[config.mk]
export PLATFORM = sky130hd
export DESIGN_NAME = interval_timer
export DESIGN_NICKNAME = d
export VERILOG_FILES = /design/src/include/interval_timer_pkg.sv /design/src/hdl/interval_timer.sv
export SDC_FILE = /design/constraint.sdc
export NUM_CORES = 1
export LEC_CHECK = 0
export BUFFER_PORTS_ARGS = -buffer_cell sky130_fd_sc_hd__buf_2
export CORE_MARGIN = 1.5
export CORE_UTILIZATION = 55
export CTS_CLUSTER_SIZE = 40
export DETAILED_ROUTE_END_ITERATION = 10
export PLACE_DENSITY = 0.89
export SLEW_MARGIN = 20
export SYNTH_ARGS = -nofsm -noshare
export SYNTH_HDL_FRONTEND = slang
export SYNTH_SLANG_ARGS = --single-unit
[constraint.sdc]
create_clock -name clk_i -period 2.8 [get_ports clk_i]
set_input_delay 0.14 -clock clk_i [delete_from_list [all_inputs] [get_ports clk_i]]
set_output_delay 0.14 -clock clk_i [all_outputs]
set_load 0.005 [all_outputs]
[src/include/interval_timer_pkg.sv]
// constants and carrier types for the dual 8-bit interval timer
// assumes one 10 MHz clock where one clock is one instruction cycle
package interval_timer_pkg;
	// ****************************************************************
	// register indices and byte addresses (byte address = index * 4)
	// ****************************************************************
	localparam logic [7:0] IDX_TWO_CTRL = 8'h18; // timer_two_control
	localparam logic [7:0] IDX_ONE_CTRL = 8'h19; // timer_one_control
	localparam logic [7:0] IDX_TWO_DATA = 8'h1A; // timer_two_interval_data
	localparam logic [7:0] IDX_ONE_DATA = 8'h1B; // timer_one_interval_data
	localparam int ADDR_W = 8;
	// ****************************************************************
	// control register field positions
	// ****************************************************************
	localparam int F_FLAG = 7; // interval flag
	localparam int F_IE = 6; // irq enable
	localparam int F_OS = 4; // wave set field, two bits from here
	localparam int F_CS = 2; // clock select field, two bits from here
	localparam int F_STP = 1; // suspend bit
	localparam int F_STR = 0; // run bit
	localparam logic [7:0] CTRL_RESET = 8'h00;
	localparam logic [7:0] DATA_RESET = 8'h00;
	localparam logic [7:0] CNT_CLEAR = 8'h00;
	// ****************************************************************
	// clock select and wave set encodings
	// ****************************************************************
	localparam logic [1:0] CS_FAST = 2'h0;
	localparam logic [1:0] CS_MID = 2'h1;
	localparam logic [1:0] CS_SLOW = 2'h2;
	localparam logic [1:0] CS_SPECIAL = 2'h3; // external or cascade
	localparam logic [1:0] OS_PORT = 2'h0;
	localparam logic [1:0] OS_LOW = 2'h1;
	localparam logic [1:0] OS_HIGH = 2'h2;
	localparam logic [1:0] OS_APPLY = 2'h3;
	// ****************************************************************
	// count periods in instruction cycles (one clock each)
	// ****************************************************************
	localparam int PER_FAST = 2;
	localparam int PER_MID = 32;
	localparam int PER_SLOW = 512;
	localparam int SH_FAST = $clog2(PER_FAST);
	localparam int SH_MID = $clog2(PER_MID);
	localparam int SH_SLOW = $clog2(PER_SLOW);
	localparam int PRE_W = SH_SLOW;
	// ****************************************************************
	// bus responses
	// ****************************************************************
	localparam logic [1:0] RESP_OKAY = 2'h0;
	localparam logic [1:0] RESP_SLVERR = 2'h2;
	// ****************************************************************
	// axi4-lite carriers
	// ****************************************************************
	typedef struct packed {
		logic awvalid;
		logic [ADDR_W-1:0] awaddr;
		logic wvalid;
		logic [31:0] wdata;
		logic [3:0] wstrb;
		logic bready;
		logic arvalid;
		logic [ADDR_W-1:0] araddr;
		logic rready;
	} axi_req_t;
	typedef struct packed {
		logic awready;
		logic wready;
		logic bvalid;
		logic [1:0] bresp;
		logic arready;
		logic rvalid;
		logic [31:0] rdata;
		logic [1:0] rresp;
	} axi_rsp_t;
endpackage : interval_timer_pkg

[src/hdl/interval_timer.sv]
// dual 8-bit interval timer, cascadable to 16 bits, axi4-lite slave
// assumes a master that keeps axi4-lite rules; pin inputs are async
// Operation
// - each timer counts one of three prescaled clocks
// - run bit rising clears counter, loads latch
// - match sets flag, clears counter, reloads latch
// - irq when flag set and enable set
// - match interval is period times n plus one
// - data write stores compare, read gives count
// - wave preset only while timer stopped
// - preset 01 or 10 only loads level latch
// - preset 11 while stopped drives latched level
// - timer one counts external pin on code 11
// - clearing run after suspend adds no count
// - timer two select 11 means cascade mode
// - cascade: two is high byte, one controls
// - cascade match sets timer one flag, irq
// - run bit 0 to 1 clears and starts
// - suspend holds count; 11 to 01 resumes
// - codes 00 and 10 stop; to 01 clears
// - timer two has same run and suspend
// - select 00/01/10 gives 2/32/512 cycles
// - flag clears on 0 write; rmw read 1
// - wave field: port, low, high, apply
module interval_timer
	import interval_timer_pkg::*;
(
	// clock and reset
	input wire logic clk_i,
	input wire logic rst_n_i,
	// register bus
	input wire axi_req_t bus_req_i,
	input wire logic rmw_read_i,
	output axi_rsp_t bus_rsp_o,
	// pins
	input wire logic external_count_clock_in_i,
	output logic square_wave_pin_o,
	output logic square_wave_pin_oe_n_o,
	output logic irq_o
);
	// ****************************************************************
	// helpers
	// ****************************************************************
	// tick of the selected prescaled clock
	function automatic logic src_tick(input logic [1:0] cs,
		input logic [PRE_W-1:0] pre, input logic ext);
		case (cs)
			CS_FAST: src_tick = &pre[SH_FAST-1:0];
			CS_MID: src_tick = &pre[SH_MID-1:0];
			CS_SLOW: src_tick = &pre[SH_SLOW-1:0];
			default: src_tick = ext;
		endcase
	endfunction : src_tick
	// word address to register index match
	function automatic logic hits(input logic [ADDR_W-1:0] a,
		input logic [7:0] idx);
		hits = (a[ADDR_W-1:2] == idx[ADDR_W-3:0]);
	endfunction : hits

	// ****************************************************************
	// state
	// ****************************************************************
	logic [PRE_W-1:0] pre_q; // free prescaler
	logic ext_s1_q, ext_s2_q, ext_s3_q; // pin synchroniser
	logic ext_lvl_q; // accepted pin level
	logic ext_tick_q; // one pulse per accepted rise
	logic [7:0] data_q [2]; // compare values written
	logic [7:0] latch_q [2]; // compare latches
	logic [7:0] cnt_q [2]; // counters
	logic [1:0] flag_q, ie_q, str_q, stp_q;
	logic [1:0] os_q [2]; // wave set fields
	logic [1:0] cs_q [2]; // clock selects
	logic lvl_q; // preset level latch
	logic wave_q; // square wave state
	logic irq_q;
	// bus state
	logic aw_q, w_q, bv_q, ar_q, rv_q;
	logic [ADDR_W-1:0] awa_q;
	logic [31:0] wd_q, rd_q;
	logic [3:0] ws_q;
	logic [1:0] bresp_q, rresp_q;

	// ****************************************************************
	// combinational decode
	// ****************************************************************
	logic wr; // write performed this cycle
	logic [1:0] wr_ctrl, wr_data;
	logic [7:0] wbyte;
	logic casc; // cascade mode
	logic [1:0] tick, run, start, match, hit;
	logic [15:0] cnt16, cmp16;
	assign wr = aw_q & w_q & ~bv_q & ws_q[0];
	assign wbyte = wd_q[7:0];
	assign wr_ctrl[0] = wr & hits(awa_q, IDX_ONE_CTRL);
	assign wr_ctrl[1] = wr & hits(awa_q, IDX_TWO_CTRL);
	assign wr_data[0] = wr & hits(awa_q, IDX_ONE_DATA);
	assign wr_data[1] = wr & hits(awa_q, IDX_TWO_DATA);
	assign casc = (cs_q[1] == CS_SPECIAL);
	assign cnt16 = {cnt_q[1], cnt_q[0]};
	assign cmp16 = {latch_q[1], latch_q[0]};

	// per timer tick, run, start and match
	genvar g;
	generate
		for (g = 0; g < 2; g++) begin : g_tm
			// timer two has no external pin: code 11 is cascade
			assign tick[g] = src_tick(cs_q[g], pre_q,
				(g == 0) ? ext_tick_q : 1'b0);
			// running only with run 1 and suspend 0; no stop count
			assign run[g] = str_q[g] & ~stp_q[g];
			// clear only on a 0 to 1 edge of the run bit
			assign start[g] = wr_ctrl[g] & wbyte[F_STR]
				& ~str_q[g];
		end
	endgenerate
	assign match[0] = casc ? (cnt16 == cmp16)
		: (cnt_q[0] == latch_q[0]);
	assign match[1] = (cnt_q[1] == latch_q[1]);
	assign hit[0] = tick[0] & run[0] & match[0] & ~start[0];
	assign hit[1] = tick[1] & run[1] & match[1] & ~start[1] & ~casc;

	// ****************************************************************
	// prescaler and external clock
	// ****************************************************************
	// free running divider of the instruction clock
	always_ff @(posedge clk_i or negedge rst_n_i) begin
		if (!rst_n_i) begin
			pre_q <= '0;
		end else begin
			pre_q <= pre_q + 1'b1;
		end
	end
	// three flop synchroniser, rise accepted when stages 2 and 3 agree
	always_ff @(posedge clk_i or negedge rst_n_i) begin
		if (!rst_n_i) begin
			ext_s1_q <= 1'b0;
			ext_s2_q <= 1'b0;
			ext_s3_q <= 1'b0;
			ext_lvl_q <= 1'b0;
			ext_tick_q <= 1'b0;
		end else begin
			ext_s1_q <= external_count_clock_in_i;
			ext_s2_q <= ext_s1_q;
			ext_s3_q <= ext_s2_q;
			if (ext_s2_q == ext_s3_q) begin
				ext_lvl_q <= ext_s3_q;
			end
			ext_tick_q <= (ext_s2_q == ext_s3_q) & ext_s3_q
				& ~ext_lvl_q;
		end
	end

	// ****************************************************************
	// control and data registers
	// ****************************************************************
	// control bits per timer; flag set beats software clear
	always_ff @(posedge clk_i or negedge rst_n_i) begin
		if (!rst_n_i) begin
			for (int i = 0; i < 2; i++) begin
				flag_q[i] <= CTRL_RESET[F_FLAG];
				ie_q[i] <= CTRL_RESET[F_IE];
				os_q[i] <= CTRL_RESET[F_OS+:2];
				cs_q[i] <= CTRL_RESET[F_CS+:2];
				stp_q[i] <= CTRL_RESET[F_STP];
				str_q[i] <= CTRL_RESET[F_STR];
			end
		end else begin
			for (int i = 0; i < 2; i++) begin
				if (wr_ctrl[i]) begin
					ie_q[i] <= wbyte[F_IE];
					// timer two field is kept but drives nothing
					os_q[i] <= wbyte[F_OS+:2];
					cs_q[i] <= wbyte[F_CS+:2];
					stp_q[i] <= wbyte[F_STP];
					str_q[i] <= wbyte[F_STR];
				end
				// a match sets the flag; writing 1 changes nothing
				if (hit[i]) begin
					flag_q[i] <= 1'b1;
				end else if (wr_ctrl[i] && !wbyte[F_FLAG]) begin
					flag_q[i] <= 1'b0;
				end
			end
		end
	end
	// compare values as written by software
	always_ff @(posedge clk_i or negedge rst_n_i) begin
		if (!rst_n_i) begin
			data_q[0] <= DATA_RESET;
			data_q[1] <= DATA_RESET;
		end else begin
			for (int i = 0; i < 2; i++) begin
				if (wr_data[i]) begin
					data_q[i] <= wbyte;
				end
			end
		end
	end

	// ****************************************************************
	// counters and compare latches
	// ****************************************************************
	// timer one counter, low byte in cascade
	always_ff @(posedge clk_i or negedge rst_n_i) begin
		if (!rst_n_i) begin
			cnt_q[0] <= CNT_CLEAR;
			latch_q[0] <= DATA_RESET;
		end else if (start[0]) begin
			cnt_q[0] <= CNT_CLEAR;
			latch_q[0] <= data_q[0];
		end else if (tick[0] && run[0]) begin
			// n+1 ticks per match: 0..n then back to 0
			cnt_q[0] <= match[0] ? CNT_CLEAR
				: cnt_q[0] + 8'h01;
			if (match[0]) begin
				latch_q[0] <= data_q[0];
			end
		end
	end
	// timer two counter, high byte under timer one control in cascade
	always_ff @(posedge clk_i or negedge rst_n_i) begin
		if (!rst_n_i) begin
			cnt_q[1] <= CNT_CLEAR;
			latch_q[1] <= DATA_RESET;
		end else if (casc) begin
			if (start[0]) begin
				cnt_q[1] <= CNT_CLEAR;
				latch_q[1] <= data_q[1];
			end else if (tick[0] && run[0]) begin
				if (match[0]) begin
					cnt_q[1] <= CNT_CLEAR;
					latch_q[1] <= data_q[1];
				end else if (&cnt_q[0]) begin
					cnt_q[1] <= cnt_q[1] + 8'h01;
				end
			end
		end else if (start[1]) begin
			cnt_q[1] <= CNT_CLEAR;
			latch_q[1] <= data_q[1];
		end else if (tick[1] && run[1]) begin
			cnt_q[1] <= match[1] ? CNT_CLEAR : cnt_q[1] + 8'h01;
			if (match[1]) begin
				latch_q[1] <= data_q[1];
			end
		end
	end

	// ****************************************************************
	// square wave output and interrupt
	// ****************************************************************
	// level latch, apply while stopped, toggle on timer one match
	always_ff @(posedge clk_i or negedge rst_n_i) begin
		if (!rst_n_i) begin
			lvl_q <= 1'b0;
			wave_q <= 1'b0;
		end else begin
			if (wr_ctrl[0] && wbyte[F_OS+:2] == OS_LOW) begin
				lvl_q <= 1'b0;
			end else if (wr_ctrl[0] && wbyte[F_OS+:2] == OS_HIGH) begin
				lvl_q <= 1'b1;
			end
			// preset is ignored while the timer runs
			if (wr_ctrl[0] && wbyte[F_OS+:2] == OS_APPLY
				&& !str_q[0]) begin
				wave_q <= lvl_q;
			end else if (hit[0]) begin
				wave_q <= ~wave_q;
			end
		end
	end
	// pin enable is low while the wave drives the pin
	always_ff @(posedge clk_i or negedge rst_n_i) begin
		if (!rst_n_i) begin
			square_wave_pin_o <= 1'b0;
			square_wave_pin_oe_n_o <= 1'b1;
			irq_q <= 1'b0;
		end else begin
			square_wave_pin_o <= wave_q;
			square_wave_pin_oe_n_o <= (os_q[0] == OS_PORT);
			irq_q <= |(flag_q & ie_q);
		end
	end
	assign irq_o = irq_q;

	// ****************************************************************
	// axi4-lite slave
	// ****************************************************************
	// write: address and data taken in either order, then response
	always_ff @(posedge clk_i or negedge rst_n_i) begin
		if (!rst_n_i) begin
			aw_q <= 1'b0;
			w_q <= 1'b0;
			bv_q <= 1'b0;
			awa_q <= '0;
			wd_q <= '0;
			ws_q <= '0;
			bresp_q <= RESP_OKAY;
		end else begin
			if (bus_req_i.awvalid && !aw_q) begin
				aw_q <= 1'b1;
				awa_q <= bus_req_i.awaddr;
			end
			if (bus_req_i.wvalid && !w_q) begin
				w_q <= 1'b1;
				wd_q <= bus_req_i.wdata;
				ws_q <= bus_req_i.wstrb;
			end
			if (aw_q && w_q && !bv_q) begin
				bv_q <= 1'b1;
				bresp_q <= RESP_SLVERR;
				if (hits(awa_q, IDX_ONE_CTRL) || hits(awa_q, IDX_TWO_CTRL)
					|| hits(awa_q, IDX_ONE_DATA)
					|| hits(awa_q, IDX_TWO_DATA)) begin
					bresp_q <= RESP_OKAY;
				end
			end
			if (bv_q && bus_req_i.bready) begin
				bv_q <= 1'b0;
				aw_q <= 1'b0;
				w_q <= 1'b0;
			end
		end
	end
	// read: data register returns the live counter
	always_ff @(posedge clk_i or negedge rst_n_i) begin
		if (!rst_n_i) begin
			ar_q <= 1'b0;
			rv_q <= 1'b0;
			rd_q <= '0;
			rresp_q <= RESP_OKAY;
		end else if (bus_req_i.arvalid && !ar_q && !rv_q) begin
			ar_q <= 1'b1;
			rv_q <= 1'b1;
			rresp_q <= RESP_OKAY;
			rd_q <= '0;
			if (hits(bus_req_i.araddr, IDX_ONE_CTRL)) begin
				rd_q[7:0] <= {flag_q[0] | rmw_read_i, ie_q[0], os_q[0],
					cs_q[0], stp_q[0], str_q[0]};
			end else if (hits(bus_req_i.araddr, IDX_TWO_CTRL)) begin
				rd_q[7:0] <= {flag_q[1] | rmw_read_i, ie_q[1], os_q[1],
					cs_q[1], stp_q[1], str_q[1]};
			end else if (hits(bus_req_i.araddr, IDX_ONE_DATA)) begin
				rd_q[7:0] <= cnt_q[0];
			end else if (hits(bus_req_i.araddr, IDX_TWO_DATA)) begin
				rd_q[7:0] <= cnt_q[1];
			end else begin
				rresp_q <= RESP_SLVERR;
			end
		end else if (rv_q && bus_req_i.rready) begin
			rv_q <= 1'b0;
			ar_q <= 1'b0;
		end
	end
	// answers straight from flops
	assign bus_rsp_o.awready = ~aw_q;
	assign bus_rsp_o.wready = ~w_q;
	assign bus_rsp_o.bvalid = bv_q;
	assign bus_rsp_o.bresp = bresp_q;
	assign bus_rsp_o.arready = ~ar_q & ~rv_q;
	assign bus_rsp_o.rvalid = rv_q;
	assign bus_rsp_o.rdata = rd_q;
	assign bus_rsp_o.rresp = rresp_q;
endmodule : interval_timer

==> impl_metrics.ini <==
[global_route]
grt_pass1_vias = 3777
grt_pass1_wl_um = 18100
grt_overflow = 0
grt_max_degree = 68
antenna_found_initial = 0
grtUsageTotal_pct = 23.3

[timing]
hold_slack_ns = 0.0239
setup_tns_ns = 0
slew_headroom_pct = 43.6
slew_viol_final = 0
timing.final.ws_setup_ns = 0.149
fin_crit_sh_pct = 94.7
final_hold_viol_count = 0
clock_skew_ns = 0.00858
finalCriticalPeriod_ns = 2.65
rsz0062_at_grt = false
fmax_ghz = 0.377
setup_viol = 0
tightestPinTransition_ns = 0.845

[clock_network]
clkSinkCount = 112
cts.reportedPaths.clkPinSlew_ns = 0.11
cts_buffer_depth = 2
cts_tree = done
root_buffer = clkbuf_8
clock_latency_ns = 0.37
cts-buffers-inserted = 9
htree_num_levels = 3

[floorplanning]
rows = 35
io_pins = 105
core_area_mm2 = 0.00933
die_x_um = 101
fp.dieH_um = 101
start_util_pct = 57.2
dieArea_mm2 = 0.0103

[route]
route.top_layer_used = met4
drt-wirelength-per-cell_um = 17.0
drc_errors = 0
dr.first_iter.drc_count = 255
drt-met1-wl_um = 4440
wl_um = 11000
via_per_inst = 5.65
wl_met3_um = 773
antenna_left = 0
dr_wl_met2_um = 5400
drt_first_pass_iters = 5
vias = 3650

[min_path]
holdCritPathClass = in2reg
min_from = bus_req_i[47]
holdPathStages = 3
holdPathEnd = w_q

[synthesis]
synthMuxAreaShare_pct = 15.7
synth_top_family_by_area = multiplexers
synth_seq_area_share_pct = 52.6
ys_types = 55
avgSynthCellArea_um2 = 12.0
ys_ff_latch = 112
synth_flop_cell = dfrtp_1
synth-edff-count = 0
syn_area_mm2 = 0.00533
yosys.area_share.simple_pct = 13.5
synth_compound_area_share_pct = 6.26
synth-xor-area-share_pct = 4.60
synthCells = 444
yosysWarnings = 0
async_flop_share_pct = 100
synth-adder-area-share_pct = 1.41

[cells_and_area]
layout_common_cells = dfrtp_1 (111), nand2_1 (52), mux2_2 (46), buf_2 (46), conb_1 (26)
layout-drive-gt1-share_pct = 27.7
area_delta_synth_final_pct = 12.5
nets = 579
multi_input_area_mm2 = 0.00232
final-seq-area_mm2 = 0.00280
antenna_cells = 0
fillers = 687
final_common_cell = dfrtp_1
utilization_pct = 64.3

[critical_path]
cp.arrival_ns = 2.91
rr_endpoint = cmp16[10]
crit_path_end_kind = flop
reg2reg_depth = 10
timing.rr.start = pre_q[0]
required_ns = 3.06
critPathLaunchType = flop
critPathKind = reg2reg
r2r_slack_ns = 0.15
crit_fanout = 8

[placed_design]
place_ws_ns = 0.150
dp_hpwl_um = 7660
portBuffers = 47
gp_congestion = 0.954

[pwr]
p_leak_nw = 2.92
ir_worst_vdd_mv = 0.548
p_per_area_mw_per_mm2 = 786

[flow_run]
drv_cap = 0

[outcome]
status = completed
worst max path at each step:
stage | start | depth (start not counted) | endpoint | slack, ns
floorplan | pre_q[0] | 11 | cnt16[13] | 0.20
global placement | pre_q[3] | 10 | cmp16[5] | 0.24
detailed placement | pre_q[0] | 10 | cmp16[5] | 0.15
CTS | pre_q[0] | 10 | cmp16[7] | 0.12
global route | pre_q[0] | 10 | cmp16[11] | 0.03
finish | pre_q[0] | 10 | cmp16[10] | 0.15
synth_stat cells, drive strengths merged (2+ instances only):
master | number | share of area (%)
o22ai | 3 | 0.61
buf | 32 | 4.4
nor3 | 3 | 0.38
and3 | 9 | 1.1
a32o | 4 | 0.75
inv | 12 | 0.84
nand2 | 53 | 3.8
nor3b | 6 | 1.2
mux2i | 4 | 0.75
clkbuf | 8 | 0.56
mux4 | 7 | 3.0
ha | 6 | 1.4
o21ai | 11 | 1.2
a21oi | 7 | 0.66
and4 | 3 | 0.49
and2 | 2 | 0.28
a21o | 2 | 0.28
nand2b | 3 | 0.35
xor2 | 6 | 0.99
dfrtp | 111 | 52
nor2b | 6 | 0.70
xnor2 | 22 | 3.6
nand4 | 10 | 1.2
nand3 | 16 | 1.5
o211ai | 7 | 0.99
nor2 | 18 | 1.3
a22o | 2 | 0.33
mux2 | 54 | 12
sequential cells by signal, summed over array words and instances, names as in the netlist, 4 cells and up:
register and cells:
pre_q 9, rd_q 8, wd_q 8, data_q 16, cmp16 16, cnt16 16
cs_q 4, awa_q 6, os_q 4
cell type report:
| class | instances | area share (%) |
|---|---|---|
| Timing Repair Buffer | 72 | 8.09 |
| Sequential cell | 112 | 46.7 |
| Multi-Input combinational cell | 305 | 38.6 |
| Tap cell | 129 | 2.69 |
| Inverter | 12 | 0.751 |
| Clock buffer | 9 | 2.07 |
| Clock inverter | 7 | 1.02 |
stage by stage:
step           std cells  area (um2)  power [mW]
2_1_floorplan        469        5430        3.35
3_3_place_gp         611        5620        3.67
3_5_place_dp         611        5620        3.77
4_1_cts              645        5980        4.70
5_1_grt              646        6000        4.97
6_report             646        6000        4.72
per-layer routing:
layer	vias to the layer above	GRT usage [%]
met5	-	0
met3	37	5.80
li1	1645	-
met4	0	9.51
met1	1785	29.0
met2	183	39.0
worst max-delay path, stage by stage, from the launching register on:
cell      delay (ns)
dfrtp_1         0.40
ha_1            0.24
and3_1          0.20
and3_1          0.19
ha_1            0.20
mux2i_1         0.23
o22ai_4         0.15
nor3b_4         0.19
a21oi_1         0.16
o21bai_4        0.23
mux2_4          0.34
power breakdown:
group          total, mW  internal [mW]  switching, mW
sequential          2.45           2.00          0.441
clock              0.917          0.343          0.574
combinational       1.35          0.672          0.682
timing repair:
| item | in CTS | in global routing |
|---|---|---|
| hold buffers | 18 | 1 |
| setup buffers | 0 | 0 |
| resized for setup | 0 | 1 |
| hold endpoints to repair | 63 | 1 |
| endpoints found under the setup margin | 0 | 12 |
logic make-up (layout without fill, tap and decap cells):
kind of cell    Yosys count  count (layout)
fa+ha+maj                 6               6
simple gates            136             136
compound gates           44              44
buf+inv                  52             100
flops                   112             112
other cells               1              26
mux                      65              65
xor+xnor                 28              28
No activity file was read; power rests on OpenSTA's default activity.
